--- src/verilog/tpl_defs.vh ---
// tpl_defs.vh: register offsets, field positions and reset values for the
// test pattern and loopback block.
// assumes: included by bare name; holds definitions only.
`ifndef TPL_DEFS_VH
`define TPL_DEFS_VH

// ****************************************
// register offsets
// ****************************************
`define TPL_ADDR_W 8
`define TPL_OFF_MASTER_DIAG 8'h0a
`define TPL_OFF_PAT_CTRL 8'h40
`define TPL_OFF_PAT_LEN 8'h41
`define TPL_OFF_PAT_TAP 8'h42
`define TPL_OFF_SEED_ONE 8'h43
`define TPL_OFF_SEED_TWO 8'h44
`define TPL_OFF_SEED_THREE 8'h45
`define TPL_OFF_SEED_FOUR 8'h46

// ****************************************
// master diagnostics fields
// ****************************************
`define TPL_DIAG_LINE_BIT 0
`define TPL_DIAG_PAYLOAD_BIT 1
`define TPL_DIAG_DIAG_DIGITAL_LOOP_ENABLE_BIT 2
`define TPL_DIAG_RECEIVE_UNIPOLAR_SELECT_BIT 3
`define TPL_DIAG_TRANSMIT_UNIPOLAR_SELECT_BIT 4
`define TPL_DIAG_CHLOOP_BIT 5
`define TPL_DIAG_SIGINS_BIT 6
`define TPL_DIAG_TXELST_BIT 7

// ****************************************
// pattern control fields
// ****************************************
`define TPL_CTRL_PS_BIT 0
`define TPL_CTRL_QUASI_RANDOM_SELECT_BIT 1
`define TPL_CTRL_TRANSMIT_INVERT_BIT 2
`define TPL_CTRL_RECEIVE_INVERT_BIT 3
`define TPL_CTRL_LOAD_BIT 4
`define TPL_CTRL_EN_BIT 5

// ****************************************
// reset values and quasi-random zero-run limit
// ****************************************
`define TPL_RST_DIAG 8'h00
`define TPL_RST_CTRL 8'h00
`define TPL_RST_LEN 5'h00
`define TPL_RST_TAP 5'h00
`define TPL_RST_SEED 8'hff
`define TPL_QUASI_RANDOM_SELECT_LIMIT 5'h0e

`endif

--- src/verilog/tpl_pattern_gen.v ---
// tpl_pattern_gen.v: 32-stage shift register with a single xor feedback gate.
// assumes: one clock, async active-low reset, controls steady from registers.
`timescale 1ns/1ns
`include "tpl_defs.vh"

module tpl_pattern_gen (
    // clock and reset
    input wire i_clk,
    input wire i_arst_n,
    // control
    input wire i_enable,
    input wire i_load,
    input wire i_structure_select,
    input wire i_quasi_random_select,
    input wire [4:0] i_shift_length_field,
    input wire [4:0] i_feedback_tap_field,
    input wire [31:0] i_seed,
    // pattern
    output wire o_bit
);

    reg [31:0] sr_q;
    reg [31:0] sr_d;
    reg [4:0] zrun_q;
    wire last_w;
    wire tap_w;
    wire fb_w;
    wire force_w;

    assign last_w = sr_q[i_shift_length_field];
    assign tap_w = sr_q[i_feedback_tap_field];
    // the one feedback gate; recirculate mode closes the loop unchanged
    assign fb_w = i_structure_select ? last_w : (last_w ^ tap_w);

    always @* begin
        sr_d = {sr_q[30:0], fb_w};
    end

    always @(posedge i_clk or negedge i_arst_n) begin
        if (!i_arst_n) begin
            sr_q <= 32'hffffffff;
            zrun_q <= 5'h00;
        end else if (i_load) begin
            sr_q <= i_seed;
            zrun_q <= 5'h00;
        end else if (i_enable) begin
            sr_q <= sr_d;
            // a forced one ends the run, so the limit repeats rather than sticks
            if (last_w || force_w)
                zrun_q <= 5'h00;
            else if (zrun_q != 5'h1f)
                zrun_q <= zrun_q + 5'h01;
        end
    end

    // quasi-random limits runs of zeros by forcing a one after the limit
    assign force_w = i_quasi_random_select && (zrun_q >= `TPL_QUASI_RANDOM_SELECT_LIMIT);
    assign o_bit = force_w ? 1'b1 : last_w;

endmodule

--- src/verilog/tpl_loop_mux.v ---
// tpl_loop_mux.v: combinational steering of the four loopback paths.
// assumes: all inputs already on i_clk; caller registers the outputs.
`timescale 1ns/1ns

module tpl_loop_mux (
    // mode
    input wire i_line_loop_enable,
    input wire i_payload_loop_enable,
    input wire i_diag_digital_loop_enable,
    input wire i_receive_unipolar_select,
    input wire i_chan_loop,
    input wire i_sig_insert,
    input wire i_sig_slot,
    input wire i_sig_bit,
    // sources
    input wire i_cdr_data,
    input wire i_receive_digital_input_sampled,
    input wire i_rx_pos,
    input wire i_rx_neg,
    input wire i_transmit_jitter_attenuator_pos,
    input wire i_transmit_jitter_attenuator_neg,
    input wire i_transmit_jitter_attenuator_nrz,
    input wire i_relst_data,
    input wire i_bp_tx_data,
    input wire i_tx_payload,
    // steered
    output reg o_transmit_jitter_attenuator_in,
    output reg o_pcm_in,
    output reg o_cdr_pos,
    output reg o_cdr_neg,
    output reg o_receive_jitter_attenuator_in
);

    reg pay_w;

    always @* begin
        // default: no cross-connection
        o_transmit_jitter_attenuator_in = i_tx_payload;
        o_cdr_pos = i_rx_pos;
        o_cdr_neg = i_rx_neg;
        o_receive_jitter_attenuator_in = i_receive_digital_input_sampled;
        pay_w = i_bp_tx_data;
        if (i_payload_loop_enable)
            pay_w = i_relst_data;
        else if (i_chan_loop)
            pay_w = i_relst_data;
        // signaling insertion wins over looped data
        o_pcm_in = (i_sig_insert && i_sig_slot) ? i_sig_bit : pay_w;
        if (i_line_loop_enable)
            o_transmit_jitter_attenuator_in = i_receive_unipolar_select ? i_receive_digital_input_sampled : i_cdr_data;
        if (i_diag_digital_loop_enable) begin
            if (i_receive_unipolar_select) begin
                o_receive_jitter_attenuator_in = i_transmit_jitter_attenuator_nrz;
            end else begin
                o_cdr_pos = i_transmit_jitter_attenuator_pos;
                o_cdr_neg = i_transmit_jitter_attenuator_neg;
            end
        end
    end

endmodule

--- src/verilog/tpl_test_loop.v ---
// tpl_test_loop.v: pattern generator registers and loopback steering top.
// assumes: microprocessor port synchronous to i_clk; line pins asynchronous
// and synchronised here; store data, frame pulses and clocks come from the framer.
`timescale 1ns/1ns
`include "tpl_defs.vh"

module tpl_test_loop (
    // clock and reset
    input wire i_clk,
    input wire i_arst_n,
    // microprocessor port
    input wire i_cs,
    input wire i_wr,
    input wire i_rd,
    input wire [7:0] i_addr,
    input wire [7:0] i_wdata,
    output wire [7:0] o_rdata,
    // line side pins
    input wire i_receive_digital_input,
    input wire i_rx_pos,
    input wire i_rx_neg,
    // framer sources
    input wire i_cdr_data,
    input wire i_transmit_jitter_attenuator_pos,
    input wire i_transmit_jitter_attenuator_neg,
    input wire i_transmit_jitter_attenuator_nrz,
    input wire i_relst_data,
    input wire i_bp_tx_data,
    input wire i_tx_payload,
    input wire i_tx_clk_en,
    input wire i_tx_frame_align,
    input wire i_backplane_tx_frame_pulse,
    input wire i_sig_slot,
    input wire i_sig_bit,
    input wire i_chan_loop_slot,
    // steered and pattern outputs
    output wire o_transmit_jitter_attenuator_in,
    output wire o_pcm_in,
    output wire o_cdr_pos,
    output wire o_cdr_neg,
    output wire o_receive_jitter_attenuator_in,
    output wire o_relst_rd_en,
    output wire o_relst_frame_sync,
    output wire o_pattern_tx,
    output wire o_pattern_rx
);

    // ****************************************
    // registers
    // ****************************************
    reg [7:0] diag_q;
    reg [7:0] ctrl_q;
    reg [4:0] len_q;
    reg [4:0] tap_q;
    reg [7:0] seed1_q;
    reg [7:0] seed2_q;
    reg [7:0] seed3_q;
    reg [7:0] seed4_q;
    reg [7:0] rdata_q;
    reg load_q;
    wire wr_w;

    function hit;
        input [7:0] a;
        input [7:0] off;
        begin
            hit = (a == off);
        end
    endfunction

    assign wr_w = i_cs & i_wr;

    // any loop bit may be written at any time
    always @(posedge i_clk or negedge i_arst_n) begin
        if (!i_arst_n) begin
            diag_q <= `TPL_RST_DIAG;
            ctrl_q <= `TPL_RST_CTRL;
            len_q <= `TPL_RST_LEN;
            tap_q <= `TPL_RST_TAP;
            seed1_q <= `TPL_RST_SEED;
            seed2_q <= `TPL_RST_SEED;
            seed3_q <= `TPL_RST_SEED;
            seed4_q <= `TPL_RST_SEED;
            load_q <= 1'b0;
        end else begin
            load_q <= 1'b0;
            if (wr_w && hit(i_addr, `TPL_OFF_MASTER_DIAG))
                diag_q <= i_wdata;
            if (wr_w && hit(i_addr, `TPL_OFF_PAT_CTRL)) begin
                // load bit is self-clearing; it strobes the seed in
                ctrl_q <= i_wdata & 8'hef;
                load_q <= i_wdata[`TPL_CTRL_LOAD_BIT];
            end
            if (wr_w && hit(i_addr, `TPL_OFF_PAT_LEN))
                len_q <= i_wdata[4:0];
            if (wr_w && hit(i_addr, `TPL_OFF_PAT_TAP))
                tap_q <= i_wdata[4:0];
            if (wr_w && hit(i_addr, `TPL_OFF_SEED_ONE))
                seed1_q <= i_wdata;
            if (wr_w && hit(i_addr, `TPL_OFF_SEED_TWO))
                seed2_q <= i_wdata;
            if (wr_w && hit(i_addr, `TPL_OFF_SEED_THREE))
                seed3_q <= i_wdata;
            if (wr_w && hit(i_addr, `TPL_OFF_SEED_FOUR))
                seed4_q <= i_wdata;
        end
    end

    // ****************************************
    // read back
    // ****************************************
    always @(posedge i_clk or negedge i_arst_n) begin
        if (!i_arst_n) begin
            rdata_q <= 8'h00;
        end else if (i_cs && i_rd) begin
            case (i_addr)
                `TPL_OFF_MASTER_DIAG: rdata_q <= diag_q;
                `TPL_OFF_PAT_CTRL: rdata_q <= ctrl_q;
                `TPL_OFF_PAT_LEN: rdata_q <= {3'h0, len_q};
                `TPL_OFF_PAT_TAP: rdata_q <= {3'h0, tap_q};
                `TPL_OFF_SEED_ONE: rdata_q <= seed1_q;
                `TPL_OFF_SEED_TWO: rdata_q <= seed2_q;
                `TPL_OFF_SEED_THREE: rdata_q <= seed3_q;
                `TPL_OFF_SEED_FOUR: rdata_q <= seed4_q;
                default: rdata_q <= 8'h00;
            endcase
        end
    end
    assign o_rdata = rdata_q;

    // ****************************************
    // pin synchronisers
    // ****************************************
    reg [2:0] sync1_q;
    reg [2:0] sync2_q;
    always @(posedge i_clk or negedge i_arst_n) begin
        if (!i_arst_n) begin
            sync1_q <= 3'h0;
            sync2_q <= 3'h0;
        end else begin
            sync1_q <= {i_receive_digital_input, i_rx_pos, i_rx_neg};
            sync2_q <= sync1_q;
        end
    end

    // ****************************************
    // pattern generator
    // ****************************************
    wire pat_w;
    tpl_pattern_gen u_gen (
        .i_clk(i_clk),
        .i_arst_n(i_arst_n),
        .i_enable(ctrl_q[`TPL_CTRL_EN_BIT]),
        .i_load(load_q),
        .i_structure_select(ctrl_q[`TPL_CTRL_PS_BIT]),
        .i_quasi_random_select(ctrl_q[`TPL_CTRL_QUASI_RANDOM_SELECT_BIT]),
        .i_shift_length_field(len_q),
        .i_feedback_tap_field(tap_q),
        .i_seed({seed4_q, seed3_q, seed2_q, seed1_q}),
        .o_bit(pat_w)
    );

    // ****************************************
    // loopback steering
    // ****************************************
    wire line_loop_enable;
    wire payload_loop_enable;
    wire diag_digital_loop_enable;
    wire receive_unipolar_select;
    wire transmit_elastic_store_used;
    wire frame_src_w;
    wire transmit_jitter_attenuator_w;
    wire pcm_w;
    wire cpos_w;
    wire cneg_w;
    wire receive_jitter_attenuator_w;

    assign line_loop_enable = diag_q[`TPL_DIAG_LINE_BIT];
    assign payload_loop_enable = diag_q[`TPL_DIAG_PAYLOAD_BIT];
    assign diag_digital_loop_enable = diag_q[`TPL_DIAG_DIAG_DIGITAL_LOOP_ENABLE_BIT];
    assign receive_unipolar_select = diag_q[`TPL_DIAG_RECEIVE_UNIPOLAR_SELECT_BIT];
    assign transmit_elastic_store_used = diag_q[`TPL_DIAG_TXELST_BIT];
    // transmit store in use gives its own free-running alignment
    assign frame_src_w = transmit_elastic_store_used ? i_tx_frame_align : i_backplane_tx_frame_pulse;

    tpl_loop_mux u_mux (
        .i_line_loop_enable(line_loop_enable),
        .i_payload_loop_enable(payload_loop_enable),
        .i_diag_digital_loop_enable(diag_digital_loop_enable),
        .i_receive_unipolar_select(receive_unipolar_select),
        .i_chan_loop(diag_q[`TPL_DIAG_CHLOOP_BIT] & i_chan_loop_slot),
        .i_sig_insert(diag_q[`TPL_DIAG_SIGINS_BIT]),
        .i_sig_slot(i_sig_slot),
        .i_sig_bit(i_sig_bit),
        .i_cdr_data(i_cdr_data),
        .i_receive_digital_input_sampled(sync2_q[2]),
        .i_rx_pos(sync2_q[1]),
        .i_rx_neg(sync2_q[0]),
        .i_transmit_jitter_attenuator_pos(i_transmit_jitter_attenuator_pos),
        .i_transmit_jitter_attenuator_neg(i_transmit_jitter_attenuator_neg),
        .i_transmit_jitter_attenuator_nrz(i_transmit_jitter_attenuator_nrz),
        .i_relst_data(i_relst_data),
        .i_bp_tx_data(i_bp_tx_data),
        .i_tx_payload(i_tx_payload),
        .o_transmit_jitter_attenuator_in(transmit_jitter_attenuator_w),
        .o_pcm_in(pcm_w),
        .o_cdr_pos(cpos_w),
        .o_cdr_neg(cneg_w),
        .o_receive_jitter_attenuator_in(receive_jitter_attenuator_w)
    );

    // ****************************************
    // output registers
    // ****************************************
    reg [8:0] out_q;
    always @(posedge i_clk or negedge i_arst_n) begin
        if (!i_arst_n) begin
            out_q <= 9'h000;
        end else begin
            out_q[0] <= transmit_jitter_attenuator_w;
            out_q[1] <= pcm_w;
            out_q[2] <= cpos_w;
            out_q[3] <= cneg_w;
            out_q[4] <= receive_jitter_attenuator_w;
            // store read paced by transmit clock during payload loop
            out_q[5] <= payload_loop_enable & i_tx_clk_en;
            out_q[6] <= payload_loop_enable & frame_src_w;
            out_q[7] <= pat_w ^ ctrl_q[`TPL_CTRL_TRANSMIT_INVERT_BIT];
            out_q[8] <= pat_w ^ ctrl_q[`TPL_CTRL_RECEIVE_INVERT_BIT];
        end
    end

    assign o_transmit_jitter_attenuator_in = out_q[0];
    assign o_pcm_in = out_q[1];
    assign o_cdr_pos = out_q[2];
    assign o_cdr_neg = out_q[3];
    assign o_receive_jitter_attenuator_in = out_q[4];
    assign o_relst_rd_en = out_q[5];
    assign o_relst_frame_sync = out_q[6];
    assign o_pattern_tx = out_q[7];
    assign o_pattern_rx = out_q[8];

endmodule

--- config.mk ---
export PLATFORM = sky130hd
export DESIGN_NAME = tpl_test_loop
export DESIGN_NICKNAME = d
export VERILOG_FILES = /design/src/verilog/tpl_pattern_gen.v /design/src/verilog/tpl_loop_mux.v /design/src/verilog/tpl_test_loop.v
export VERILOG_INCLUDE_DIRS = /design/src /design/src/verilog
export SDC_FILE = /design/constraint.sdc
export NUM_CORES = 1
export LEC_CHECK = 0
export ABC_AREA = 1
export BUFFER_PORTS_ARGS = -buffer_cell sky130_fd_sc_hd__buf_2
export CAP_MARGIN = 20
export CORE_MARGIN = 2
export CORE_UTILIZATION = 45
export DETAILED_ROUTE_END_ITERATION = 8
export PLACE_DENSITY = 0.68
export SLEW_MARGIN = 20
export SYNTH_ARGS = -nofsm -noshare
export SYNTH_HDL_FRONTEND = slang
export SYNTH_SLANG_ARGS = --single-unit
export TNS_END_PERCENT = 1
--- constraint.sdc ---
create_clock -name i_clk -period 1.9 [get_ports i_clk]
set_clock_uncertainty 0.05 [all_clocks]
set_input_delay 0.19 -clock i_clk [delete_from_list [all_inputs] [get_ports i_clk]]
set_output_delay 0.19 -clock i_clk [all_outputs]
set_load 0.05 [all_outputs]
Yosys cells after proc, flatten, opt, wreduce, memory -nomap -nowiden
Cells that the tools add are included.

operators by class
  add/subtract/negate cells = 1
  multipliers = 0
  div/mod/pow operators = 0
  order comparisons = 3
  equality and inequality tests = 9
  shifts and indexed selects = 0
  mux-type cells = 26
  bitwise operators = 7
  reductions and logical operators = 15

operators by type and width
  cell                                                               count
  two-way mux 32 bit                                                 2
  case mux 8 bit (8 select lines)                                    1
  == test 8 x 7 -> 1 bit, second input constant                      7
  two-way mux 5 bit                                                  4
  two-way mux 1 bit                                                  17
  less-than comparator 5 x 6 -> 1 bit, second input constant         2
  logical AND 1 bit                                                  11
  binary-select mux 1 bit (select 5 bit)                             2
  == test 8 x 4 -> 1 bit, second input constant                      1
  adder 5 x 1 -> 5 bit, second input constant                        1
  greater-or-equal comparator 5 x 4 -> 1 bit, second input constant  1
  inequality test 5 bit, second input constant                       1
  AND 1 bit                                                          4
  nonzero test 3 bit                                                 1
  bitwise XOR 1 bit                                                  3
  AND reduction 2 bit                                                1
  nonzero test 2 bit                                                 1
  logical OR 1 bit                                                   1

storage, ports and cells
  register bits = 118
  latch bits = 0
  memory bits (writable) = 0
  ROM bits = 0
  input bits = 37
  output and inout bits = 17
  word-level logic and storage cells = 76
  memories = 0

Depth between registers and ports, before layout
  depth after elaboration = 6
  mapped depth = 14
  gate-level depth less buffers = 12

By module
From an unflattened synthesis, not the netlist that was laid out.

second synthesis, totals
  cell total of the unflattened synthesis = 769
  area, all modules = 6,381.1 um2

by module, submodules not included
  module           instances  cells an instance  area each (um2)  seq. area each (um2)
  tpl_test_loop    1          404                3,763.6          2,067.0
  tpl_pattern_gen  1          340                2,511.2          965.9
  tpl_loop_mux     1          25                 106.4            0.0

Least setup slack after synthesis
No wires, ideal clock.

  kind = register -> register
  from = register len_q[0]
  to = register u_gen.zrun_q[0]
  setup time = 0.126 ns
  data arrival time = 1.385 ns
  data required time = 1.724 ns
  slack = 0.339 ns
  stages on the path, launching flop included = 13
  path buffers = 2
  clock period less this slack = 1.561 ns
  cell sequence = dfrtp_1 > buf_6 > buf_4 > nand2_1 > nand3_1 > nand3_1 > nand2_1 > nand2_1 > nand3_2 > nand2_4 > nand3_2 > nand2_4 > o21ai_0

between the ends
  cells in the longest elaborated chain, start to end = 6
  elaborated cells on any way between the ends = 8
  classes of those cells = mux: 5; reduce/logical: 3

RTL lines
  item                                       RTL line              text
  from (decl)                                tpl_test_loop.v:53    reg [4:0] len_q;
  from (signal assigned)                     tpl_test_loop.v:78    len_q <= `TPL_RST_LEN;
  from (signal assigned)                     tpl_test_loop.v:95    len_q <= i_wdata[4:0];
  binary-select mux 1 bit (select 5 bit) *   tpl_pattern_gen.v:30  assign last_w = sr_q[i_shift_length_field];
  two-way mux 1 bit (not written as such) *  tpl_pattern_gen.v:30
  logical OR 1 bit *                         tpl_pattern_gen.v:49  if (last_w || force_w)
  two-way mux 5 bit                          tpl_pattern_gen.v:49
  two-way mux 5 bit                          tpl_pattern_gen.v:46  end else if (i_enable) begin
  two-way mux 5 bit                          tpl_pattern_gen.v:43  end else if (i_load) begin
  to (signal assigned)                       tpl_pattern_gen.v:52  zrun_q <= zrun_q + 5'h01;
  to (decl)                                  tpl_pattern_gen.v:24  reg [4:0] zrun_q;

Mark *: on every way between the ends. The rest lies on a longest branch, timed or not. The select of a mux whose other input is x is not followed.
A chain may end at the register's enable or synchronous reset.

Worst setup path after layout
Ends and elaborated chain as after synthesis.

==> reports/summary.log <==
[run_status] status complete, no violations
[floorplanning] area inside the core boundary 12700 um^2
[floorplanning] Ports 54
[floorplanning] die outline width 118 um
[route] WL met2 8070 um
[clock_tree] post-CTS clock slew at the launch and capture registers of the worst setup and hold paths 0.05 ns
[logic_synthesis] register bit count reported by yosys 118
[sta] number of pins with negative max-slew slack in the final report 0
[finish] final core utilization 0.563
[logic_synthesis] part of the Yosys area used for sequential elements 0.515
[logic_synthesis] count of flip-flops with a built-in enable after synthesis 0
[finish] Net count, final 850
[placement] total of buffers placed on input and output ports 53
[global_route] first-pass GRT wire length 27900 um
[clock_tree] Bufs on Longest Clock Path 2
[finish] fraction of layout cells with a size suffix above 1 0.232
[route] detail-routed net length per standard cell 17.6 um
[clock_tree] number of CTS-inserted buffers 17
[worst_setup_path] Crit Path Max Fanout 15
[sta] count of endpoints failing hold in the final timing report 0
[finish] area occupied by multi-input gates 2480 um^2
[finish] post-synthesis to final-layout area growth 21.6%
[logic_synthesis] unique cell type count in the Yosys netlist 37
[route] DRC marker count from the first detailed-route iteration 542
[global_route] number of antenna violations at the first check in global routing 1
[floorplanning] vertical extent of the die 118 um
[clock_tree] clock network latency to the later pin of the worst-skew pair 0.42 ns
[placement] number of placed instances, taps included 949
[logic_synthesis] Synthesis Warnings 0
[sta] relative slew slack 0.613
[logic_synthesis] Net Count, Synth 767
[pwr] power density cells 881 nW/um^2
[route] iteration count of the initial detailed-routing pass 5
[worst_setup_path] Req. time, crit path 2.14 ns
[placement] post-detail-place hpwl 12500 um
[floorplanning] starting density of the core 0.463
[global_route] via count of the first global-routing pass 5426
[logic_synthesis] Synth async-reset ratio 1.00
[finish] Fill cells 1166
[route] via density per instance 5.49
[worst_setup_path] Setup Crit Path Kind reg2reg
[sta] measured slew at the worst slew-check pin 0.579 ns
[worst_setup_path] category of the worst setup path launch point register
[sta] total of endpoints with negative setup slack in the final report 0
[run] maxcap violations 0
[route] WL final 17500 um
[global_route] largest net degree at the start of global routing 48
[logic_synthesis] most used flip-flop cell after synthesis dfstp_2
[worst_setup_path] sort of element at the end of the critical path register
[floorplanning] Die Area 14000 um^2
[floorplanning] placement row count 41
[global_route] Congestion Overflow GR 0
[finish] flip-flop and latch area 3030 um^2
[sta] maximum operating frequency 0.566 GHz
[route] met3 routed WL 1450 um
[placement] global placer's final weighted congestion 0.939
[pwr] maximum resistive drop on vdd 636 uV
[clock_tree] TritonCTS clock tree done
[route] topmost layer with routed signal wires met4
[sta] final critical-path required period 1.77 ns
[clock_tree] cell at the root of the clock tree clkbuf_16
[global_route] global-route total usage across every layer 0.259
[worst_hold_path] worst min path class in2reg
[route] wl on met1 7270 um
[logic_synthesis] syn avg cell area 8.10 um^2
[route] total vias in the final route 5464
[logic_synthesis] total standard cell area after synthesis 5890 um^2
[worst_setup_path] crit path DAT 2.01 ns
[route] Final ANT Viol Nets 0
[sta] final worst path period share 0.930
[pwr] leakage component of the power 3.08 nW
[route] DRC violations left 0
[clock_tree] htree depth 4
[logic_synthesis] cell count after synthesis 727
[clock_tree] number of sinks driven by the clock tree 118
[finish] non-filler instance count after layout 996
## sequential cells by signal, indices dropped and copies added (netlist names), 7 cells and up
register / count
seed3_q: 8
u_gen.sr_q: 32
out_q: 9
seed1_q: 8
seed2_q: 8
o_rdata: 8
seed4_q: 8
ctrl_q: 7
diag_q: 8
## metrics by stage
step                hold WS [ns]   TNS, ns  total power (W)  setup WS (ns)  instance area [um^2]
floorplan                 -0.156         0          0.00296          0.339                  5890
finish                    0.0143         0          0.00631          0.133                  7160
CTS                       0.0100         0          0.00635          0.101                  7130
global placement           0.250         0          0.00316          0.222                  6430
global route              0.0789  -0.00635          0.00654       -0.00635                  7160
detailed placement         0.255         0          0.00318          0.134                  6430
## worst max-delay path: stages (launching register included)
cell and delay, ns:
dfrtp_2 0.45, buf_4 0.21, nand2_1 0.07, nand3_1 0.08
nand3_1 0.09, nand2_1 0.05, nand2_1 0.06, nand3_2 0.09
nand2_4 0.14, nand3_4 0.11, nand2_4 0.12, o21ai_0 0.11
## logic make-up (layout without fill, tap and decap cells)
group           count (synthesis)  count (layout)  synth area share
compound gates                130             130             0.130
mux                             3               3           0.00552
fa+ha+maj                       3               3           0.00637
simple gates                  373             374             0.271
xor+xnor                        4               4           0.00595
buf+inv                        96             191            0.0673
flops                         118             118             0.515
other cells                     0               1                 0
## repair_timing
| action | 4_1_cts | 5_1_grt |
|---|---|---|
| endpoints found under the hold margin | 36 | 0 |
| gates resized for setup | 0 | 4 |
| hold buffers | 12 | 0 |
| setup buffers | 0 | 1 |
| endpoints found under the setup margin | 0 | 5 |
## cell usage after synthesis, drive strengths merged, types with 2 or more instances
cell type    n  share of area
nand4        9         0.0096
mux2         2         0.0038
nand3       62          0.055
o211ai      16          0.020
nand2      273           0.18
buf         13          0.014
clkinv       5         0.0032
o2111ai      2         0.0030
nor2        24          0.020
o221ai       6         0.0089
inv         69          0.044
dfrtp       54           0.23
dfstp       64           0.29
a21oi        3         0.0025
xor2         4         0.0059
o22ai        5         0.0053
o21ai       83          0.071
ha           3         0.0064
clkbuf       9         0.0057
a22oi       13          0.017
nor3         2         0.0017
## cell type report
type                       count  share of cell area
inverter                      74              0.0391
antenna                        1            0.000349
clock inverter                11              0.0173
multi-input combinational    514               0.347
clock buffer                  21              0.0643
tap                          172              0.0300
timing repair buffer          85              0.0786
sequential                   118               0.424
## cell usage in the layout (no fill, tap or decap), drive strengths merged, types with 3 or more instances in the layout
cell,n
dfrtp,54
o22ai,5
clkinvlp,3
dfstp,64
a22oi,13
nor2,24
nand3,62
clkbuf,21
clkinv,9
inv,71
a21oi,3
dlygate4sd3,12
nand2,274
xor2,4
o221ai,6
ha,3
buf,73
o21ai,83
o211ai,16
nand4,9
## worst paths after layout
kind | cells past startpoint | endpoint | from | slack, ns
worst min register to register | 0 | sync2_q[1]$_DFF_PN0_ | sync1_q[1]$_DFF_PN0_ | 0.30
worst max-delay path | 11 | u_gen.zrun_q[0]$_DFFE_PN0P_ | len_q[0]$_DFFE_PN0P_ | 0.13
worst max register to register | 11 | u_gen.zrun_q[0]$_DFFE_PN0P_ | len_q[0]$_DFFE_PN0P_ | 0.13
max in group asynchronous | 3 | u_gen.sr_q[0]$_DFFE_PN1P_ | i_arst_n | 0.99
min in group asynchronous | 2 | seed2_q[7]$_DFFE_PN1P_ | i_arst_n | 0.46
worst min-delay path | 3 | out_q[6]$_DFF_PN0_ | i_backplane_tx_frame_pulse | 0.01
## layer usage
| layer | vias to the layer above | track usage |
|---|---|---|
| met2 | 264 | 0.399 |
| met1 | 2588 | 0.328 |
| met4 | 0 | 0.153 |
| li1 | 2560 | - |
| met3 | 52 | 0.0705 |
| met5 | - | 0 |
## power by group
part	switching (W)	internal (W)
Combinational	0.000330	0.000163
Clock	0.00115	0.00200
Sequential	0.0000647	0.00261
Total	0.00154	0.00477
No activity file was read; power rests on OpenSTA's default activity.
